--- config.mk ---
export PLATFORM = sky130hd
export DESIGN_NAME = usb_phy_common_block_control
export DESIGN_NICKNAME = d
export VERILOG_FILES = /design/src/design/usb_phy_common_pkg.sv /design/src/design/status_sync_if.sv /design/src/design/status_sync.sv /design/src/design/usb_phy_common_block_control.sv
export SDC_FILE = /design/constraint.sdc
export NUM_CORES = 1
export LEC_CHECK = 0
export BUFFER_PORTS_ARGS = -buffer_cell sky130_fd_sc_hd__buf_2
export CAP_MARGIN = 5
export CORE_UTILIZATION = 41
export CTS_BUF_LIST = sky130_fd_sc_hd__clkbuf_8
export DETAILED_ROUTE_END_ITERATION = 8
export PLACE_DENSITY_LB_ADDON = 0.12
export SLEW_MARGIN = 40
export SYNTH_ARGS = -nofsm -noshare
export SYNTH_HDL_FRONTEND = slang
export SYNTH_HIERARCHICAL = 1
export SYNTH_SLANG_ARGS = --single-unit
--- constraint.sdc ---
create_clock -name pclk -period 1.2 [get_ports pclk]
set_clock_uncertainty 0.05 [all_clocks]
set_input_delay 0.06 -clock pclk [delete_from_list [all_inputs] [get_ports pclk]]
set_output_delay 0.06 -clock pclk [all_outputs]
set_load 0.005 [all_outputs]
--- src/design/usb_phy_common_pkg.sv ---
// Constants for the USB PHY common block control register
package usb_phy_common_pkg;

  // Register map (byte addresses)
  localparam logic [11:0] CTRL_OFFSET      = 12'h000;
  localparam int          ADDR_W           = 12;

  // Field positions of common_block_test_control
  localparam int          CLK_OFF_BIT      = 31;
  localparam int          PATH_SEL_BIT     = 24;
  localparam int          XTAL_GAIN_BIT    = 23;
  localparam int          REF_FREQ_BIT     = 19;
  localparam int          CORE_RDY_BIT     = 18;
  localparam int          FAST_START_BIT   = 17;
  localparam int          PLL_EN_BIT       = 16;
  localparam int          BIAS_SUSP_BIT    = 15;
  localparam int          XTAL_SUSP_BIT    = 14;
  localparam int          CLK_GOOD_BIT     = 12;
  localparam int          RDY_TIM_OFF_BIT  = 9;
  localparam int          GATE_BYPASS_BIT  = 0;

  // Access masks and reset value
  localparam logic [31:0] RW_MASK          = 32'h818B_C201;
  localparam logic [31:0] RO_MASK          = 32'h0004_1000;
  localparam logic [31:0] CTRL_RESET       = 32'h0001_0000;

  // Status synchroniser lanes
  localparam int          SYNC_W           = 3;
  localparam int          LANE_CORE_RDY    = 0;
  localparam int          LANE_HV_POR      = 1;
  localparam int          LANE_CLK_GOOD    = 2;

endpackage : usb_phy_common_pkg

--- src/design/status_sync_if.sv ---
// Raw and synchronised analog status lanes
`timescale 1ns/100ps
interface status_sync_if #(parameter int WIDTH = 3);
  logic [WIDTH-1:0] raw;
  logic [WIDTH-1:0] synced;

  modport sync (input raw, output synced);
  modport user (output raw, input synced);
endinterface : status_sync_if

--- src/design/status_sync.sv ---
// Two flip-flop synchroniser bank for asynchronous status levels
`timescale 1ns/100ps
module status_sync #(
  parameter int WIDTH = 3
) (
  // Clock and reset
  input  wire logic      pclk,
  input  wire logic      presetn,
  // Lanes
  status_sync_if.sync    lanes
);

  logic [WIDTH-1:0] stage1_r;
  logic [WIDTH-1:0] stage2_r;

  // First stage feeds only the second stage
  always_ff @(posedge pclk or negedge presetn) begin
    if (!presetn) begin
      stage1_r <= '0;
      stage2_r <= '0;
    end else begin
      stage1_r <= lanes.raw;
      stage2_r <= stage1_r;
    end
  end

  assign lanes.synced = stage2_r;

endmodule : status_sync

--- src/design/usb_phy_common_block_control.sv ---
// APB control and status register for the USB PHY common block
//
// How it works
// - Bit 31 set stops the downstream common block clock unless bit 0 is set; clear lets it run.
// - Bit 24 routes functional signals when 0, test signals when 1.
// - Bit 23 picks limited crystal drive at 0, increased drive at 1.
// - Bit 19 picks PLL reference: 0 is 25 MHz at reset, 1 is 24 MHz.
// - Bit 18 reads core supply ready, forced low without high-voltage power-on.
// - Bit 16 enables the USB PLL, read/write, set after reset.
// - Bit 17 set enables fast PLL startup for link power management.
// - Fast-start default from external image, else one-time image, else 0; reloaded on resets.
// - The image entry used depends on high-speed or full-speed operation.
// - Bit 15 low powers down bias and PLL, overriding all transceiver suspends.
// - Bit 14 low powers down the crystal oscillator block.
// - Bit 12 reads 1 when the PLL clocks are usable.
// - Bit 9 set disables the front-end ready timer.
// - Bit 0 set forces every clock gate in the chip into bypass.
`timescale 1ns/100ps
module usb_phy_common_block_control (
  // Clock and reset
  input  wire logic        pclk,
  input  wire logic        presetn,
  // APB slave
  input  wire logic        psel,
  input  wire logic        penable,
  input  wire logic        pwrite,
  input  wire logic [11:0] paddr,
  input  wire logic [31:0] pwdata,
  input  wire logic [3:0]  pstrb,
  output logic             pready,
  output logic [31:0]      prdata,
  output logic             pslverr,
  // Configuration image and USB core state
  input  wire logic        eeprom_present,
  input  wire logic        eeprom_fast_hs,
  input  wire logic        eeprom_fast_fs,
  input  wire logic        otp_configured,
  input  wire logic        otp_fast_hs,
  input  wire logic        otp_fast_fs,
  input  wire logic        hs_mode,
  input  wire logic        usb_reset,
  input  wire logic        light_reset,
  // Analog status, asynchronous
  input  wire logic        core_supply_ready_raw,
  input  wire logic        hv_power_on_raw,
  input  wire logic        pll_clock_good_raw,
  // Local transceiver suspend request
  input  wire logic        local_xcvr_suspend_n,
  // Common block controls
  output logic             common_clk_run,
  output logic             common_test_path_select,
  output logic             crystal_gain_select,
  output logic             pll_reference_freq_select,
  output logic             pll_fast_start_enable,
  output logic             usb_pll_enable,
  output logic             shared_bias_suspend_n,
  output logic             crystal_suspend_n,
  output logic             frontend_ready_timer_off,
  output logic             chip_clock_gate_bypass,
  output logic             afe_powerdown,
  output logic             xcvr_suspend_n
);

  // Storage and bus state
  logic [31:0] ctrl_r;
  logic [31:0] ctrl_nxt;
  logic [31:0] prdata_r;
  logic [31:0] prdata_nxt;
  logic        pslverr_r;
  logic        pslverr_nxt;
  logic        init_r;
  logic        init_nxt;

  // Decode and status
  logic        hit;
  logic        setup_ph;
  logic        wr_en;
  logic [31:0] byte_mask;
  logic [31:0] wmask;
  logic        reload;
  logic        fast_default;
  logic        core_rdy_stat;
  logic        clk_good_stat;
  logic [31:0] read_word;

  status_sync_if #(.WIDTH(usb_phy_common_pkg::SYNC_W)) lanes ();

  // One process drives the whole lane vector, so it has a single driver
  always_comb begin
    lanes.raw = '0;
    lanes.raw[usb_phy_common_pkg::LANE_CORE_RDY] = core_supply_ready_raw;
    lanes.raw[usb_phy_common_pkg::LANE_HV_POR]   = hv_power_on_raw;
    lanes.raw[usb_phy_common_pkg::LANE_CLK_GOOD] = pll_clock_good_raw;
  end

  status_sync #(
    .WIDTH (usb_phy_common_pkg::SYNC_W)
  ) u_sync (
    .pclk    (pclk),
    .presetn (presetn),
    .lanes   (lanes)
  );

  // Status bits are only meaningful once both stages have settled
  assign core_rdy_stat = lanes.synced[usb_phy_common_pkg::LANE_CORE_RDY]
                       & lanes.synced[usb_phy_common_pkg::LANE_HV_POR];
  assign clk_good_stat = lanes.synced[usb_phy_common_pkg::LANE_CLK_GOOD];

  // Fast-start default: external image first, then one-time image, else off
  always_comb begin
    if (eeprom_present) begin
      fast_default = hs_mode ? eeprom_fast_hs : eeprom_fast_fs;
    end else if (otp_configured) begin
      fast_default = hs_mode ? otp_fast_hs : otp_fast_fs;
    end else begin
      fast_default = 1'b0;
    end
  end

  // The first cycle after reset release loads the image value
  assign reload = init_r | usb_reset | light_reset;

  // APB decode; zero wait states, data prepared in the setup cycle
  assign hit       = (paddr[11:2] == usb_phy_common_pkg::CTRL_OFFSET[11:2]);
  assign setup_ph  = psel & ~penable;
  assign wr_en     = psel & penable & pwrite & hit;
  assign pready    = 1'b1;
  assign byte_mask = {{8{pstrb[3]}}, {8{pstrb[2]}}, {8{pstrb[1]}}, {8{pstrb[0]}}};
  assign wmask     = byte_mask & usb_phy_common_pkg::RW_MASK;

  always_comb begin
    read_word = ctrl_r & usb_phy_common_pkg::RW_MASK;
    read_word[usb_phy_common_pkg::CORE_RDY_BIT] = core_rdy_stat;
    read_word[usb_phy_common_pkg::CLK_GOOD_BIT] = clk_good_stat;
  end

  always_comb begin
    ctrl_nxt    = ctrl_r;
    prdata_nxt  = prdata_r;
    pslverr_nxt = pslverr_r;
    init_nxt    = 1'b0;
    if (wr_en) begin
      ctrl_nxt = (ctrl_r & ~wmask) | (pwdata & wmask);
    end
    // A hardware reload wins over a software write in the same cycle
    if (reload) begin
      ctrl_nxt[usb_phy_common_pkg::FAST_START_BIT] = fast_default;
    end
    if (setup_ph) begin
      prdata_nxt  = (hit && !pwrite) ? read_word : 32'h0000_0000;
      pslverr_nxt = ~hit;
    end
  end

  always_ff @(posedge pclk or negedge presetn) begin
    if (!presetn) begin
      ctrl_r    <= usb_phy_common_pkg::CTRL_RESET;
      prdata_r  <= 32'h0000_0000;
      pslverr_r <= 1'b0;
      init_r    <= 1'b1;
    end else begin
      ctrl_r    <= ctrl_nxt;
      prdata_r  <= prdata_nxt;
      pslverr_r <= pslverr_nxt;
      init_r    <= init_nxt;
    end
  end

  assign prdata  = prdata_r;
  assign pslverr = pslverr_r & psel & penable;

  // Only the downstream common block clock is gated; this register keeps running
  // so software can always clear the disable again.
  assign common_clk_run = ~ctrl_r[usb_phy_common_pkg::CLK_OFF_BIT]
                        | ctrl_r[usb_phy_common_pkg::GATE_BYPASS_BIT];
  assign common_test_path_select   = ctrl_r[usb_phy_common_pkg::PATH_SEL_BIT];
  assign crystal_gain_select       = ctrl_r[usb_phy_common_pkg::XTAL_GAIN_BIT];
  assign pll_reference_freq_select = ctrl_r[usb_phy_common_pkg::REF_FREQ_BIT];
  assign pll_fast_start_enable     = ctrl_r[usb_phy_common_pkg::FAST_START_BIT];
  assign usb_pll_enable            = ctrl_r[usb_phy_common_pkg::PLL_EN_BIT];
  assign shared_bias_suspend_n     = ctrl_r[usb_phy_common_pkg::BIAS_SUSP_BIT];
  assign crystal_suspend_n         = ctrl_r[usb_phy_common_pkg::XTAL_SUSP_BIT];
  assign frontend_ready_timer_off  = ctrl_r[usb_phy_common_pkg::RDY_TIM_OFF_BIT];
  assign chip_clock_gate_bypass    = ctrl_r[usb_phy_common_pkg::GATE_BYPASS_BIT];
  assign afe_powerdown             = ~ctrl_r[usb_phy_common_pkg::BIAS_SUSP_BIT];
  assign xcvr_suspend_n            = local_xcvr_suspend_n
                                   & ctrl_r[usb_phy_common_pkg::BIAS_SUSP_BIT];

  logic wr_b3;
  logic wr_b2;
  logic wr_b0;
  logic wr_b1;
  assign wr_b3 = wr_en & pstrb[3];
  assign wr_b2 = wr_en & pstrb[2];
  assign wr_b1 = wr_en & pstrb[1];
  assign wr_b0 = wr_en & pstrb[0];
endmodule : usb_phy_common_block_control

==> impl_metrics.tcl <==
set metrics [dict create \
    powerDensity_nw_per_um2 983.4 \
    antenna_found_initial 0 \
    antenna_cells 0 \
    vias 1149 \
    vias_per_cell 4.506 \
    hold_path_class "primary input to flip-flop" \
    crit_path_start_kind "primary input" \
    synthCells 111 \
    die_area_sq_um 3763 \
    fp.coreArea_sq_um 3363 \
    finalCritPeriodShare_pct 113.3 \
    maxCapViolations 0 \
    crit_buf_inv 2 \
    drt_first_pass_iters 4 \
    p_leak_nw 1.159 \
    place_ws_ns -0.4743 \
    grt_max_degree 17 \
    grt_pass1_vias 1068 \
    netlist_area_sq_um 1444 \
    max_freq_ghz 0.7357 \
    p_total_mw 2.110 \
    violations "setup timing" \
    layout_setup_ws_ns -0.1592 \
    slew_violations 0 \
    status "complete, but fails checks" \
    synth_cell_type_count 32 \
    dieWidth_um 61.35 \
    synth_top_family_by_area "simple AND/OR/NAND/NOR gates" \
    synth_area_leaders "dfrtp_1 49%, buf_4 11%, mux2_1 7.0%" \
    num_rows 21 \
    h-tree-depth 2 \
    crit_family "simple AND/OR/NAND/NOR gates" \
    final_nets 274 \
    synth-seq-area-share_pct 52.17 \
    drtAntennaViolNets 0 \
    syn_area_per_cell_sq_um 13.01 \
    cts_buffers 5 \
    grt_pass1_wl_mm 4.816 \
    synth_area_leader_cell "dfrtp_1" \
    wirelength_mm 3.139 \
    clockBufferDepth 2 \
    synthMuxAreaShare_pct 8.406 \
    synth-seq-cells 30 \
    grt_usage_pct 18.51 \
    wire_per_inst_um 12.31 \
    worstSkewPairLatency_ns 0.28 \
    start_util_pct 42.93 \
    yosys.area_share.simple_pct 14.64 \
    hold_viol_final 0 \
    path_cells "buf_6 > or4_4 > nor4_4 > buf_4 > mux2_4" \
    critical_path.endpoint_type "flip-flop" \
    synth-xor-area-share_pct 0 \
    fin_crit_ns 1.359 \
    dpl.hpwl_mm 2.341 \
    synth_top_area_share_pct 48.53 \
    finalSetupViolCount 22 \
    gp_congestion 0.8189 \
    cts_tree "yes" \
    drtIter0Drc 45 \
    rsz0062_at_grt "true" \
    synth_compound_area_share_pct 10.14 \
    area_delta_synth_final_pct 48.61 \
    required_ns 1.31 \
    grt_overflow 0 \
    yosysWarnings 6 \
    critical_path_class "primary input to flip-flop" \
    critical_path_arrival_ns 1.47 \
    crit_fanout 7 \
    cts_root_buf "clkbuf_8" \
    drive_gt1_share_pct 52.15 \
    utilization_pct 63.80 \
    cp_slowest_stage_delay_ns 0.62 \
    ios 112 \
    io_buffers 66 \
    drc 0 \
    peakVddDrop_uv 724.4 \
    tns_ns -2.692 \
    clkSinkCount 30 \
    crit_slowest_cell "or4_4" \
    die_h_um 61.35 \
    synth-adder-area-share_pct 0 \
    clkSlewWorstSetupHoldPaths_ns 0.07 \
]
==> layout by cell type (no fill, tap or decap), drive strengths merged <==
| master | count |
|---|---|
| o21ai | 1 |
| nor4 | 5 |
| nand3 | 1 |
| buf | 83 |
| nand2b | 3 |
| conb | 22 |
| clkbuf | 6 |
| dfstp | 2 |
| a2bb2oi | 1 |
| o22ai | 1 |
| or2 | 1 |
| nand2 | 1 |
| or3b | 1 |
| nand4 | 4 |
| or4bb | 1 |
| and3 | 1 |
| and2 | 1 |
| mux2 | 9 |
| inv | 3 |
| a32o | 1 |
| clkinv | 1 |
| or4 | 2 |
| mux2i | 2 |
| a22o | 11 |
| o41a | 1 |
| dfrtp | 28 |
| nor3 | 2 |
| o41ai | 1 |
| dlygate4sd3 | 13 |
==> through the flow <==
step / instance area (sq um) / cells / hold WS (ns)
finish: 2146 / 255 / 0.02326
floorplan: 1535 / 131 / -0.2856
detailed placement: 1838 / 231 / -0.04196
CTS: 2136 / 255 / 0.01507
global route: 2146 / 255 / 0.04123
global placement: 1838 / 231 / -0.04503
==> kinds of logic (layout without fill, tap and decap cells) <==
kind of cell | Yosys count | in the layout
flops | 30 | 30
other cells | 2 | 22
simple gates | 23 | 23
mux | 11 | 11
buf+inv | 28 | 106
compound gates | 17 | 17
==> Yosys cell counts <==
cell type	instances
nor4_4	4
buf_4	21
o41a_1	1
a22o_1	11
or2_2	1
o21ai_0	1
mux2i_1	2
a2bb2oi_1	1
dfrtp_1	28
mux2_1	9
nand2_1	1
and3_1	1
nor4_1	1
dfstp_2	2
nand2b_1	3
inv_1	2
or4bb_1	1
o41ai_1	1
o22ai_1	1
a32o_1	1
buf_2	1
nand3_1	1
clkbuf_4	1
and2_1	1
or4_1	1
conb_1	2
clkbuf_1	1
nand4_1	4
or3b_2	1
buf_6	2
or4_4	1
nor3_1	2
==> worst min-delay path: stages <==
cell	delay, ns
buf_2	0.08
nor3_1	0.05
a2bb2oi_1	0.14
==> power breakdown <==
part           internal [mW]  switching [mW]  leakage (nW)
logic                  0.137           0.112         0.713
clock network          0.453           0.366        0.0524
registers               1.03         0.00858         0.394
==> timing repair <==
action / in CTS / in global routing
setup buffers: 3 / 0
gates resized for setup: 13 / 2
gates cloned: 0 / 0
pin swaps: 6 / 6
endpoints found under the hold margin: 41 / 0
hold buffers: 13 / 0
endpoints found under the setup margin: 22 / 22
==> routing by layer <==
layer	vias to the layer above	wire, um	global-route usage (%)
met5	-	0	0
met4	0	30	5.714
met3	4	222	7.563
met2	51	1500	29.50
met1	537	1385	23.15
li1	557	-	-
==> area by class of cell <==
class	instances	area, sq um
fill	294	1217
sequential	30	753.2
timing repair buffer	96	634.4
multi-input combinational	73	601.8
clock buffer	6	82.58
tap	46	57.56
clock inverter	2	8.758
inverter	2	7.507
==> path summary, 6_finish.rpt <==
path,from,endpoint,slack (ns),depth (start not counted)
setup / recovery,paddr[7],flip-flop,-0.16,5
hold / removal,light_reset,ctrl_r[17],0.02,3
setup reg to reg,init_r,ctrl_r[17],0.19,3
hold reg to reg,u_sync/stage1_r[1],u_sync/lanes.synced[1],0.30,0
max in group asynchronous,presetn,asynchronous set/reset pin,0.42,3
min in group asynchronous,presetn,asynchronous set/reset pin,0.18,2
Power figures use the tool's default switching activity.
